==> config.mk <==
export PLATFORM = sky130hd
export DESIGN_NAME = dcp_port
export DESIGN_NICKNAME = d
export VERILOG_FILES = /design/src/common/dcp_pkg.sv /design/src/core/dcp_port.sv /design/src/core/dcp_sync3.sv
export VERILOG_INCLUDE_DIRS = /design/src /design/src/common
export SDC_FILE = /design/constraint.sdc
export NUM_CORES = 1
export LEC_CHECK = 0
export ABC_AREA = 1
export ABC_CLOCK_PERIOD_IN_PS = 4600
export BUFFER_PORTS_ARGS = -buffer_cell sky130_fd_sc_hd__buf_2
export CORE_UTILIZATION = 55
export CTS_BUF_LIST = sky130_fd_sc_hd__clkbuf_16
export CTS_CLUSTER_DIAMETER = 60
export DETAILED_ROUTE_END_ITERATION = 10
export GPL_TIMING_DRIVEN = 0
export PLACE_DENSITY = 0.74
export SYNTH_ARGS = -nofsm -noshare
export SYNTH_HDL_FRONTEND = slang
export SYNTH_SLANG_ARGS = --single-unit
==> constraint.sdc <==
create_clock -name clk -period 4.6 [get_ports clk]
set_input_delay 0.69 -clock clk [delete_from_list [all_inputs] [get_ports clk]]
set_output_delay 0.69 -clock clk [all_outputs]
set_load 0.005 [all_outputs]
==> src/common/dcp_defines.svh <==
// Register offsets, field positions, reset values and mode codes of the config port
`ifndef DCP_DEFINES_SVH
`define DCP_DEFINES_SVH
`define DCP_CTRL_OFFSET      6'h00
`define DCP_CTRL_RESET       32'h0000_0008
`define DCP_BIT_LSB_FIRST    0
`define DCP_BIT_SDIO_IN_ONLY 1
`define DCP_BIT_SINE_EN      16
`define DCP_BIT_STREAM_EN    17
`define DCP_INS_RW_BIT       7
`define DCP_SEL_SERIAL       4'h1
`define DCP_SEL_PARALLEL     4'h0
`define DCP_CTRL_BYTES       3'h4
`define DCP_LAST_DATA_BIT    5'h1f
`define DCP_LAST_INSTR_BIT   3'h7
`define DCP_PIN_WIDTH        36
`endif

==> src/common/dcp_pkg.sv <==
// Types shared by the configuration port modules
package dcp_pkg;
	typedef enum logic [1:0] {
		DCP_ST_INSTR = 2'b01,
		DCP_ST_DATA  = 2'b10
	} dcp_state_t;

	typedef struct packed {
		logic [3:0]  fsel;
		logic        width16;
		logic        sclk;
		logic        cs_n;
		logic        sdio;
		logic        resync;
		logic        io_update;
		logic        rd_n;
		logic        wr_n;
		logic [7:0]  addr;
		logic [15:0] data;
	} dcp_pins_t;
endpackage

==> src/core/dcp_port.sv <==
// Configuration port: serial link and parallel bus into a buffered control register
//
// Notes on behaviour
// - Chip select high releases both serial data pins.
// - Chip select high freezes a cycle mid-way; it resumes when low again.
// - Data pin always takes writes; drives reads unless input-only bit is set.
// - In single bidirectional pin mode the separate data output stays released.
// - Resync high aborts the cycle, resets the sequencer, keeps registers.
// - After resync the next byte is an instruction byte.
// - Rising update strobe copies the port buffer into active registers.
// - Data phase follows instruction byte without any clock gap.
// - Control bit 0 picks LSB-first order for every bit, instruction included.
// - A register's highest-numbered bit is its most significant serial bit.
// - All four function selects low chooses the parallel port.
// - Parallel port: eight address lines, width pin picks 8 or 16 data bits.
// - 16-bit mode: upper byte to addressed byte, lower byte one below.
// - Parallel port writes any byte in one strobe and reads every register.
// - Control byte 2 holds streaming enable and sine output enable.
// - Instruction bit 7 is read flag, bit 6 ignored, bits 5..0 address.
// - Write bits sampled on rising clock, read bits driven on falling.
// - Function select 0 high, 1 to 3 low chooses the serial port.
`timescale 1ns/10ps
`include "dcp_defines.svh"
module dcp_port (
	input  wire logic        clk,
	input  wire logic        ce,
	input  wire logic        sys_rst,
	input  wire logic [3:0]  function_select_pins,
	input  wire logic        width_select,
	input  wire logic        sclk,
	input  wire logic        cs_n,
	input  wire logic        sdio_in,
	output logic             sdio_out,
	output logic             sdio_oe,
	output logic             serial_data_out,
	output logic             serial_data_out_oe,
	input  wire logic        port_resync,
	input  wire logic        io_update,
	input  wire logic        rd_n,
	input  wire logic        wr_n,
	input  wire logic [7:0]  par_addr,
	input  wire logic [15:0] par_data_in,
	output logic      [15:0] par_data_out,
	output logic             par_data_oe,
	output logic      [31:0] control_function_1,
	output logic             stream_enable,
	output logic             sine_output_enable
);
	// ****************************************
	// Pin sampling
	// ****************************************
	dcp_pkg::dcp_pins_t pin_raw;
	dcp_pkg::dcp_pins_t pin_s;
	logic [`DCP_PIN_WIDTH-1:0] sync_in;
	logic [`DCP_PIN_WIDTH-1:0] sync_out;

	// Synchroniser clears to zero; pins that idle high pass inverted, so reset shows
	// idle strobes and produces no false strobe edge or bus drive
	localparam dcp_pkg::dcp_pins_t PIN_IDLE = '{fsel: 4'h0, width16: 1'b0, sclk: 1'b0,
		cs_n: 1'b1, sdio: 1'b0, resync: 1'b0, io_update: 1'b0, rd_n: 1'b1, wr_n: 1'b1,
		addr: 8'h00, data: 16'h0000};

	assign pin_raw = '{fsel: function_select_pins, width16: width_select, sclk: sclk,
		cs_n: cs_n, sdio: sdio_in, resync: port_resync, io_update: io_update,
		rd_n: rd_n, wr_n: wr_n, addr: par_addr, data: par_data_in};
	assign sync_in = pin_raw ^ PIN_IDLE;
	assign pin_s   = sync_out ^ PIN_IDLE;

	dcp_sync3 #(
		.W (`DCP_PIN_WIDTH)
	) u_sync (
		.clk        (clk),
		.ce         (ce),
		.sys_rst    (sys_rst),
		.pin_in     (sync_in),
		.stable_out (sync_out)
	);

	// ****************************************
	// State
	// ****************************************
	dcp_pkg::dcp_state_t state_ff;
	dcp_pkg::dcp_state_t nxt_state;
	logic [2:0]  icnt_ff, nxt_icnt;
	logic [4:0]  dcnt_ff, nxt_dcnt;
	logic        rw_ff, nxt_rw;
	logic [5:0]  addr_ff, nxt_addr;
	logic [7:0]  byte_ff, nxt_byte;
	logic [31:0] buf_ff, nxt_buf;
	logic [31:0] act_ff, nxt_act;
	logic        sbit_ff, nxt_sbit;
	logic [15:0] pdo_ff, nxt_pdo;
	logic        sclk_q_ff, wr_q_ff, upd_q_ff;

	logic ser_mode, par_mode, lsb_first, in_only;
	logic [7:0] addr_lo;
	logic sclk_rise, sclk_fall, wr_fall, upd_rise;

	assign ser_mode  = (pin_s.fsel == `DCP_SEL_SERIAL);
	assign par_mode  = (pin_s.fsel == `DCP_SEL_PARALLEL);
	assign lsb_first = act_ff[`DCP_BIT_LSB_FIRST];
	assign in_only   = act_ff[`DCP_BIT_SDIO_IN_ONLY];
	assign sclk_rise = pin_s.sclk & ~sclk_q_ff;
	assign sclk_fall = ~pin_s.sclk & sclk_q_ff;
	assign wr_fall   = ~pin_s.wr_n & wr_q_ff;
	assign upd_rise  = pin_s.io_update & ~upd_q_ff;
	assign addr_lo   = pin_s.addr - 8'h01;

	// Bit within a byte, and byte lane within the register, for the current order
	function automatic logic [2:0] bit_idx(input logic lsb, input logic [2:0] k);
		bit_idx = lsb ? k : 3'h7 - k;
	endfunction

	function automatic logic [1:0] lane_idx(input logic lsb, input logic [1:0] k);
		lane_idx = lsb ? k : 2'h3 - k;
	endfunction

	function automatic logic [7:0] rd_byte(input logic [31:0] r, input logic [7:0] a);
		rd_byte = (a < 8'h04) ? r[a[1:0]*8 +: 8] : 8'h00;
	endfunction

	always_comb
	begin
		nxt_state = state_ff;
		nxt_icnt  = icnt_ff;
		nxt_dcnt  = dcnt_ff;
		nxt_rw    = rw_ff;
		nxt_addr  = addr_ff;
		nxt_byte  = byte_ff;
		nxt_buf   = buf_ff;
		nxt_act   = act_ff;
		nxt_sbit  = sbit_ff;
		nxt_pdo   = pdo_ff;
		if (ser_mode)
		begin
			if (pin_s.resync)
			begin
				// Partial bytes are dropped; completed ones already sit in the buffer
				nxt_state = dcp_pkg::DCP_ST_INSTR;
				nxt_icnt  = 3'h0;
				nxt_dcnt  = 5'h00;
			end
			else if (!pin_s.cs_n)
			begin
				if (sclk_rise)
				begin
					case (state_ff)
						dcp_pkg::DCP_ST_INSTR:
						begin
							nxt_byte[bit_idx(lsb_first, icnt_ff)] = pin_s.sdio;
							nxt_icnt = icnt_ff + 3'h1;
							if (icnt_ff == `DCP_LAST_INSTR_BIT)
							begin
								nxt_rw    = nxt_byte[`DCP_INS_RW_BIT];
								nxt_addr  = nxt_byte[5:0];
								nxt_state = dcp_pkg::DCP_ST_DATA;
								nxt_dcnt  = 5'h00;
							end
						end
						dcp_pkg::DCP_ST_DATA:
						begin
							nxt_byte[bit_idx(lsb_first, dcnt_ff[2:0])] = pin_s.sdio;
							if (!rw_ff && dcnt_ff[2:0] == 3'h7 && addr_ff == `DCP_CTRL_OFFSET)
								nxt_buf[lane_idx(lsb_first, dcnt_ff[4:3])*8 +: 8] = nxt_byte;
							nxt_dcnt = dcnt_ff + 5'h01;
							if (dcnt_ff == `DCP_LAST_DATA_BIT)
								nxt_state = dcp_pkg::DCP_ST_INSTR;
						end
						default:
							nxt_state = dcp_pkg::DCP_ST_INSTR;
					endcase
				end
				if (sclk_fall && state_ff == dcp_pkg::DCP_ST_DATA && rw_ff)
					nxt_sbit = (addr_ff == `DCP_CTRL_OFFSET) &&
						act_ff[{lane_idx(lsb_first, dcnt_ff[4:3]), bit_idx(lsb_first, dcnt_ff[2:0])}];
			end
		end
		if (par_mode)
		begin
			if (wr_fall)
			begin
				if (pin_pkg_lane_ok(pin_s.addr))
					nxt_buf[pin_s.addr[1:0]*8 +: 8] = pin_s.width16 ? pin_s.data[15:8]
						: pin_s.data[7:0];
				if (pin_s.width16 && pin_s.addr != 8'h00 && pin_pkg_lane_ok(addr_lo))
					nxt_buf[addr_lo[1:0]*8 +: 8] = pin_s.data[7:0];
			end
			if (!pin_s.rd_n)
				nxt_pdo = pin_s.width16 ? {rd_byte(act_ff, pin_s.addr),
					rd_byte(act_ff, pin_s.addr - 8'h01)} : {8'h00, rd_byte(act_ff, pin_s.addr)};
		end
		if (upd_rise)
			nxt_act = nxt_buf;
	end

	function automatic logic pin_pkg_lane_ok(input logic [7:0] a);
		pin_pkg_lane_ok = (a < 8'h04);
	endfunction

	always_ff @(posedge clk)
	begin
		if (sys_rst)
		begin
			state_ff  <= dcp_pkg::DCP_ST_INSTR;
			icnt_ff   <= 3'h0;
			dcnt_ff   <= 5'h00;
			rw_ff     <= 1'b0;
			addr_ff   <= 6'h00;
			byte_ff   <= 8'h00;
			buf_ff    <= `DCP_CTRL_RESET;
			act_ff    <= `DCP_CTRL_RESET;
			sbit_ff   <= 1'b0;
			pdo_ff    <= 16'h0000;
			sclk_q_ff <= 1'b0;
			wr_q_ff   <= 1'b1;
			upd_q_ff  <= 1'b0;
		end
		else if (ce)
		begin
			state_ff  <= nxt_state;
			icnt_ff   <= nxt_icnt;
			dcnt_ff   <= nxt_dcnt;
			rw_ff     <= nxt_rw;
			addr_ff   <= nxt_addr;
			byte_ff   <= nxt_byte;
			buf_ff    <= nxt_buf;
			act_ff    <= nxt_act;
			sbit_ff   <= nxt_sbit;
			pdo_ff    <= nxt_pdo;
			sclk_q_ff <= pin_s.sclk;
			wr_q_ff   <= pin_s.wr_n;
			upd_q_ff  <= pin_s.io_update;
		end
	end

	// ****************************************
	// Outputs
	// ****************************************
	logic rd_drive;
	assign rd_drive           = ser_mode && !pin_s.cs_n && rw_ff &&
		state_ff == dcp_pkg::DCP_ST_DATA;
	assign sdio_out           = sbit_ff;
	assign sdio_oe            = rd_drive && !in_only;
	assign serial_data_out    = sbit_ff;
	assign serial_data_out_oe = rd_drive && in_only;
	assign par_data_out       = pdo_ff;
	assign par_data_oe        = par_mode && !pin_s.rd_n;
	assign control_function_1 = act_ff;
	assign stream_enable      = act_ff[`DCP_BIT_STREAM_EN];
	assign sine_output_enable = act_ff[`DCP_BIT_SINE_EN];
endmodule

==> src/core/dcp_sync3.sv <==
// Three-stage pin synchroniser; a bit changes once stages two and three agree
`timescale 1ns/10ps
module dcp_sync3 #(
	parameter int W = 1
) (
	input  wire logic         clk,
	input  wire logic         ce,
	input  wire logic         sys_rst,
	input  wire logic [W-1:0] pin_in,
	output logic      [W-1:0] stable_out
);
	logic [W-1:0] s1_ff;
	logic [W-1:0] s2_ff;
	logic [W-1:0] s3_ff;
	logic [W-1:0] out_ff;
	logic [W-1:0] nxt_out;

	genvar gi;
	generate
		for (gi = 0; gi < W; gi++)
		begin : g_bit
			assign nxt_out[gi] = (s2_ff[gi] == s3_ff[gi]) ? s3_ff[gi] : out_ff[gi];
		end
	endgenerate

	always_ff @(posedge clk)
	begin
		if (sys_rst)
		begin
			s1_ff  <= '0;
			s2_ff  <= '0;
			s3_ff  <= '0;
			out_ff <= '0;
		end
		else if (ce)
		begin
			s1_ff  <= pin_in;
			s2_ff  <= s1_ff;
			s3_ff  <= s2_ff;
			out_ff <= nxt_out;
		end
	end

	assign stable_out = out_ff;
endmodule

==> reports/metrics.csv, run 1 <==
stage,metric,value,unit
floorplan,design.die.area,24100,µm²
timing,tightest_slew,0.864,ns
logic_synthesis,synth-compound-area-share,16.8,%
logic_synthesis,syn-num-nets,1989,
global_route,grt_usage,35.7,%
place,place_ws,1.46,ns
clock_network,postCtsHoldBufs,0,
power,pwr-share-clk,45.7,%
logic_synthesis,synthMuxAreaShare,0,%
power,seqPwrFrac,48.1,%
logic_synthesis,ys_seq_area_share,39.3,%
critical_path,crit_path_start_kind,flop,
logic_synthesis,async_flop_share,0,%
outcome,status,completed,
global_route,grt_pass1_vias,12400,
hold_path,holdCritPathClass,input port to flop,
power,combPwrFrac,6.2,%
logic_synthesis,ys_ff_latch,253,
timing,fin_tns_setup,0,ns
logic_synthesis,netlist.area_leader.share,39.3,%
route,final_antenna_net_count,0,
cells_and_area,area_growth_syn_to_layout,13.7,%
route,vias_per_cell,5.63,
power,leakagePower,6.52,nW
clock_network,clk_path_buf_depth,3,
logic_synthesis,synth_flop_cell,dfxtp_1,
clock_network,cts_tree,yes,
floorplan,die_w,155,µm
global_route,grt_max_degree,15,
power,ir_drop,318,µV
logic_synthesis,avgSynthCellArea,6.66,µm²
cells_and_area,layout-drive-gt1-share,11.1,%
timing,finalClockSkew,0.0170,ns
logic_synthesis,netlist_area,12900,µm²
route,dr.pass1.iters,5,
clock_network,cts_setup_buffers,0,
floorplan,coreArea,22800,µm²
logic_synthesis,synth_xor_area_share,1.49,%
clock_network,clk_pin_slew,0.06,ns
place,port_buffers,93,
route,route.vias.total,13500,
timing,max-slew-margin-rel,42.4,%
cells_and_area,stdcell_area,14700,µm²
critical_path,worstPathRequired,5.09,ns
cells_and_area,nets,2113,
logic_synthesis,synth_cell_type_count,49,
timing,drv_slew,0,
logic_synthesis,post_synth_fa_ha_maj_area_fraction,1.26,%
timing,finalHoldViolCount,0,
timing,fin_ws,1.32,ns
route,finalWirelength,43200,µm
logic_synthesis,yosysTopAreaCell,dfxtp_1,
power,switching_power,1.17,mW
timing,rsz0062_at_grt,no,
logic_synthesis,synth_top_family_by_area,simple AND/OR/NAND/NOR gates,
route,wl_per_cell,18.0,µm
critical_path,cp.arrival,3.77,ns
floorplan,start_util,56.4,%
clock_network,clock_latency,0.55,ns
route,drc,0,
power,p_sw_share,24.4,%
clock_network,cts.repair.resized,0,
logic_synthesis,synth_top_cells_by_area,"dfxtp_1, nand2_1, nor2_1",
clock_network,cts_sinks,253,
critical_path,crit_type,flop to flop,
place,dp_hpwl,32300,µm
logic_synthesis,synth_edf_count,0,
logic_synthesis,yosysWarnings,0,
timing,setup_viol,0,
clock_network,cts_made_buffers,29,
global_route,grt_pass1_wl,66600,µm
logic_synthesis,yosys.area_share.simple,32.8,%
timing,final.min_clock_period,3.28,ns
global_route,overflow,0,
logic_synthesis,synth_top_cells_by_count,"nand2_1, nor2_1, dfxtp_1",
route,drt_iter0_drc,1146,
clock_network,clock-root-buffer,clkbuf_16,
floorplan,rows,55,
cells_and_area,diodes,0,
power,p_int,3.62,mW
flow_run,drv_cap,0,
clock_network,htreeDepth,1,
power,power_density,327,nW/µm²
place,placed_area,13800,µm²
floorplan,die_h,155,µm
timing,fin_crit_sh,71.4,%
logic_synthesis,netlist_instances,1937,
place,gp_congestion,1.00,
floorplan,ios,94,
logic_synthesis,yosysMostFrequentCell,nand2_1,
global_route,antenna_found_initial,0,
critical_path,cp_max_fo,12,
timing,fmax,0.305,GHz
critical_path,cp-end-kind,flop,
## final timing paths
kind                                            start               end  slack (ns)  cells after the start
worst min register to register       par_data_out[10]  par_data_out[10]        0.46                      2
worst min-delay path                             cs_n  u_sync.s1_ff[29]        0.34                      2
worst max-delay path            u_sync.stable_out[16]   par_data_out[0]        1.32                     11
worst max register to register  u_sync.stable_out[16]   par_data_out[0]        1.32                     11
## through the flow
stage	hold slack (ns)	power, mW	instances	util [%]
floorplan	0.434	2.54	1937	-
global placement	0.450	2.63	2343	60.2
detailed placement	0.454	2.64	2343	60.2
CTS	0.321	4.81	2397	64.2
global route	0.336	4.95	2397	64.2
finish	0.341	4.79	2397	64.2
## cells by family after synthesis
kind of cell / after synthesis
AND/OR/NAND/NOR: 981
AO/OA/AOI/OAI: 413
buffers and inverters: 264
flip-flops: 253
XOR/XNOR: 13
adder cells (fa/ha/maj): 13
## metal layers
layer	global-route usage [%]	share of wire [%]	wire [µm]	vias to the layer above
li1	-	-	-	6608
met1	45.2	42	18100	6161
met2	59.3	45	19400	601
met3	5.38	8.1	3510	128
met4	17.8	5.0	2170	0
met5	0	0	0	-
## cells in the final DEF (no fill, tap or decap), types with 14 or more instances in the layout
| cell type | instances |
|---|---|
| nand4_1 | 14 |
| nand3_1 | 205 |
| o21ai_0 | 181 |
| buf_2 | 105 |
| a21oi_1 | 164 |
| nor2_1 | 285 |
| o21ai_1 | 28 |
| inv_1 | 134 |
| nand2_1 | 416 |
| clkbuf_16 | 29 |
| dfxtp_1 | 253 |
| inv_2 | 25 |
| clkbuf_1 | 79 |
## critical path, cell delays in order, from the launching register on
cell	delay (ns)
dfxtp_1	0.34
buf_2	0.19
inv_2	0.11
clkbuf_1	0.48
ha_1	0.34
clkbuf_1	0.20
nand2_1	0.34
clkbuf_1	0.46
o21ai_0	0.15
nor4_1	0.42
nor2_1	0.09
nor2_1	0.10
## power by group through the flow
stage | Combinational [mW] | Clock (mW) | Sequential, mW
floorplan | 0.200 | 0 | 2.34
global placement | 0.283 | 0 | 2.35
detailed placement | 0.288 | 0 | 2.35
CTS | 0.293 | 2.21 | 2.31
global route | 0.336 | 2.30 | 2.31
finish | 0.295 | 2.19 | 2.31
## flip-flops by register name, indices dropped and copies added, names as in the netlist
name,count
sclk_q_ff,1
dcnt_ff,5
u_sync.s1_ff,36
u_sync.s2_ff,36
rw_ff,1
u_sync.stable_out,36
wr_q_ff,1
byte_ff,8
icnt_ff,3
control_function_1,32
state_ff,2
sdio_out,1
buf_ff,32
addr_ff,6
par_data_out,16
upd_q_ff,1
u_sync.s3_ff,36
## area by class of cell
| type | count | area (µm²) |
|---|---|---|
| fill | 2150 | 8190 |
| tap | 313 | 392 |
| clock buffer | 29 | 726 |
| multi-input combinational | 1420 | 6750 |
| inverter | 154 | 578 |
| buffer | 110 | 508 |
| clock inverter | 25 | 183 |
| sequential | 253 | 5060 |
| timing repair buffer | 93 | 465 |
Note: power is estimated with default switching activity, not from simulation.
==> run 2, diff against run 1 <==
- ABC_AREA: 1 -> 0
- ABC_CLOCK_PERIOD_IN_PS: 4600 -> 3200
- clock period: 4.6 -> 3.2 ns (I/O delays scaled with it)
==> run 2 against run 1 <==
  * Routed wire length fell by 13%
  * Clock skew shrank 0.010 ns
  * Highest routed layer unchanged
  * Non-clock buffer count up 6
  * Register-to-register slack worse by 1.2 ns
  * Largest cell class unchanged
  * Combinational power is 31% higher
  * Critical path depth unchanged
  * Fmax increased by 7.2%
  * Die area fell by 2.8%
  * Design area is 1.7% lower
  * Synthesized cell count fell by 30%
  * Hold slack got worse by 0.23 ns
  * Largest power group unchanged
  * Count of clock-buffer cells in the layout decreased by 2
==> reports/metrics.csv, run 2 <==
stage,metric,value,unit,change
outcome,status,completed,,unchanged
critical_path,cp-startpoint,u_sync.stable_out[16],,unchanged
cells_and_area,instances_no_fill,1797,,"was 2,397"
place,dp_hpwl,27500,µm,"was 32,300 µm"
cells_and_area,layout-drive-gt1-share,17.6,%,was 11.1%
route,drc,0,,unchanged
logic_synthesis,async_flop_share,0,%,unchanged
critical_path,reg2reg_depth,11,,unchanged
route,met2_length,16800,µm,"was 19,400 µm"
logic_synthesis,netlist.area_leader.share,40.4,%,was 39.3%
hold_path,holdCritPathClass,input port to flop,,unchanged
route,routed.top_layer,met4,,unchanged
critical_path,cp-end-kind,flop,,unchanged
logic_synthesis,ys_seq_area_share,40.4,%,was 39.3%
timing,rsz0062_at_grt,no,,unchanged
critical_path,crit_path_start_kind,flop,,unchanged
logic_synthesis,synth_flop_cell,dfxtp_1,,unchanged
timing,max-slew-margin-rel,14.6,%,was 42.4%
logic_synthesis,ys_ff_latch,253,,unchanged
logic_synthesis,synth_top_cells_by_count,"dfxtp_1, nor2_1, mux2i_1",,"was nand2_1, nor2_1, dfxtp_1"
route,route.vias.total,11400,,"was 13,500"
cells_and_area,final_common_cell,dfxtp_1,,was nand2_1
logic_synthesis,synth_top_cells_by_area,"dfxtp_1, mux2i_1, nor2_1",,"was dfxtp_1, nand2_1, nor2_1"
cells_and_area,stdcell_area,14400,µm²,"was 14,700 µm²"
critical_path,reg2reg_from,u_sync.stable_out[16],,unchanged
timing,setup_viol,0,,unchanged
timing,drv_slew,0,,unchanged
timing,finalClockSkew,0.00698,ns,was 0.0170 ns
clock_network,clock-root-buffer,clkbuf_16,,unchanged
place,placedCellCount,1731,,"was 2,343"
clock_network,htreeDepth,1,,unchanged
global_route,grt_max_degree,15,,unchanged
clock_network,clock_latency,0.55,ns,about the same
critical_path,cpMostUsedCell,buf_6,,was clkbuf_1
logic_synthesis,netlist_instances,1358,,"was 1,937"
cells_and_area,final_cell_mix,"dfxtp_1, nor2_1, mux2i_1",,"was nand2_1, nor2_1, dfxtp_1"
floorplan,coreArea,22100,µm²,"was 22,800 µm²"
timing,finalHoldViolCount,0,,unchanged
flow_run,drv_cap,0,,unchanged
route,finalWirelength,37400,µm,"was 43,200 µm"
timing,fin_crit_sh,95.7,%,was 71.4%
route,drt_iter0_drc,1019,,"was 1,146"
power,total_power,6.71,mW,was 4.79 mW
cells_and_area,diodes,0,,unchanged
power,ir_drop,550,µV,was 318 µV
floorplan,die_w,153,µm,was 155 µm
timing,tightest_slew,1.27,ns,was 0.864 ns
critical_path,crit_type,flop to flop,,unchanged
critical_path,crit-reg2reg-capture,control_function_1[9],,was par_data_out[0]
logic_synthesis,synth_cell_type_count,72,,was 49
clock_network,clk_pin_slew,0.06,ns,about the same
logic_synthesis,syn-num-nets,1410,,"was 1,989"
global_route,overflow,0,,unchanged
cells_and_area,area_growth_syn_to_layout,15.1,%,was 13.7%
route,wl_met1,15900,µm,"was 18,100 µm"
power,power_density,465,nW/µm²,was 327 nW/µm²
critical_path,crit_end,control_function_1[9],,was par_data_out[0]
timing,holdWs,0.113,ns,was 0.341 ns
floorplan,rows,54,,was 55
critical_path,reg2reg_slack,0.14,ns,was 1.32 ns
logic_synthesis,netlist_area,12500,µm²,"was 12,900 µm²"
global_route,antenna_found_initial,0,,unchanged
floorplan,ios,94,,unchanged
critical_path,worstPathRequired,3.60,ns,was 5.09 ns
critical_path,cp_max_fo,10,,was 12
route,vias_per_cell,6.33,,was 5.63
route,wl_per_cell,20.8,µm,was 18.0 µm
cells_and_area,nets,1551,,"was 2,113"
logic_synthesis,yosysTopAreaCell,dfxtp_1,,unchanged
critical_path,cp.arrival,3.46,ns,was 3.77 ns
critical_path,max_stage_delay,0.43,ns,was 0.48 ns
logic_synthesis,avgSynthCellArea,9.22,µm²,was 6.66 µm²
route,final_antenna_net_count,0,,unchanged
cells_and_area,post-route-util,65.2,%,was 64.2%
clock_network,clk_path_buf_depth,3,,unchanged
timing,final.min_clock_period,3.06,ns,was 3.28 ns
critical_path,crit_slowest_cell,a222oi_1,,was clkbuf_1
power,leakagePower,5.74,nW,was 6.52 nW
clock_network,cts_made_buffers,27,,was 29
global_route,grt_pass1_vias,10500,,"was 12,400"
timing,fmax,0.326,GHz,was 0.305 GHz
floorplan,start_util,56.7,%,was 56.4%
logic_synthesis,yosysWarnings,0,,unchanged
logic_synthesis,synth_edf_count,0,,unchanged
critical_path,crit_chain,buf_6 > buf_6 > inv_1 > ha_1 > o41ai_4 > nand4_1 > and4b_1 > clkbuf_1 > a222oi_1 > buf_4 > a211oi_1,,was buf_2 > inv_2 > clkbuf_1 > ha_1 > clkbuf_1 > nand2_1 > clkbuf_1 > o21ai_0 > nor4_1 > nor2_1 > nor2_1
place,gp_congestion,0.972,,was 1.00
floorplan,design.die.area,23400,µm²,"was 24,100 µm²"
clock_network,postCtsHoldBufs,0,,unchanged
place,port_buffers,93,,unchanged
clock_network,cts_sinks,253,,unchanged
global_route,grt_pass1_wl,59200,µm,"was 66,600 µm"
global_route,grt_usage,31.8,%,was 35.7%
floorplan,die_h,153,µm,was 155 µm
clock_network,cts_tree,yes,,unchanged
place,placed_area,13300,µm²,"was 13,800 µm²"
logic_synthesis,yosysMostFrequentCell,dfxtp_1,,was nand2_1
route,wl_met3,3180,µm,was 3510 µm
route,dr.pass1.iters,6,,was 5
run 2: timing repair:
action                                  CTS  global route
setup buffers                            18             1
gates cloned                              0             0
resized for setup                        11             9
pin swaps                                16             3
endpoints found under the setup margin   72            63
run 2: cell type report:
| cell class | instances | area (µm²) |
|---|---|---|
| Fill cell | 1844 | 7680 |
| Sequential cell | 253 | 5070 |
| Inverter | 26 | 97.6 |
| Multi-Input combinational cell | 982 | 7030 |
| Timing Repair Buffer | 112 | 608 |
| Clock buffer | 27 | 676 |
| Clock inverter | 20 | 175 |
| Tap cell | 280 | 350 |
| Buffer | 97 | 407 |
run 2: logic make-up after synthesis:
family                   synth area share (%)
flip-flops                               40.4
AO/OA/AOI/OAI                            17.7
AND/OR/NAND/NOR                          17.1
buffers and inverters                    3.90
adder cells (fa/ha/maj)                  1.30
multiplexers                             19.6
run 2: stage by stage:
step	setup TNS, ns	worst slack (ns)
final	0	0.137
after detailed placement	-37.09	-0.743
after global placement	-38.98	-0.727
after global routing	0	0.00318
after floorplan	0	0.0109
after CTS	0	0.0771
run 2: worst min path at each step:
stage	endpoint	slack, ns	depth (start not counted)	start
after detailed placement	upd_q_ff	0.46	2	upd_q_ff
final	u_sync.s1_ff[24]	0.11	2	wr_n
after CTS	u_sync.s1_ff[24]	0.10	2	wr_n
after global routing	u_sync.s1_ff[24]	0.11	2	wr_n
after floorplan	u_sync.stable_out[0]	0.44	2	u_sync.s2_ff[0]
after global placement	upd_q_ff	0.45	2	upd_q_ff
run 2: critical path: cells and delay by family (launching register included):
kind	cells	cell delay (ns)
adder cells (fa/ha/maj)	1	0.29
flip-flops	1	0.41
AO/OA/AOI/OAI	3	0.77
buffers and inverters	5	0.94
AND/OR/NAND/NOR	2	0.48
run 2: power breakdown:
part / internal [mW] / leakage (nW) / switching [mW]
Clock: 1.77 / 0.453 / 1.27
Combinational: 0.156 / 3.23 / 0.230
Sequential: 3.23 / 2.06 / 0.0496
run 2: routing by layer:
layer,up-vias,global-route usage (%)
li1,5289,-
met1,5402,42.5
met2,559,51.6
met3,120,4.79
met4,0,12.8
met5,-,0
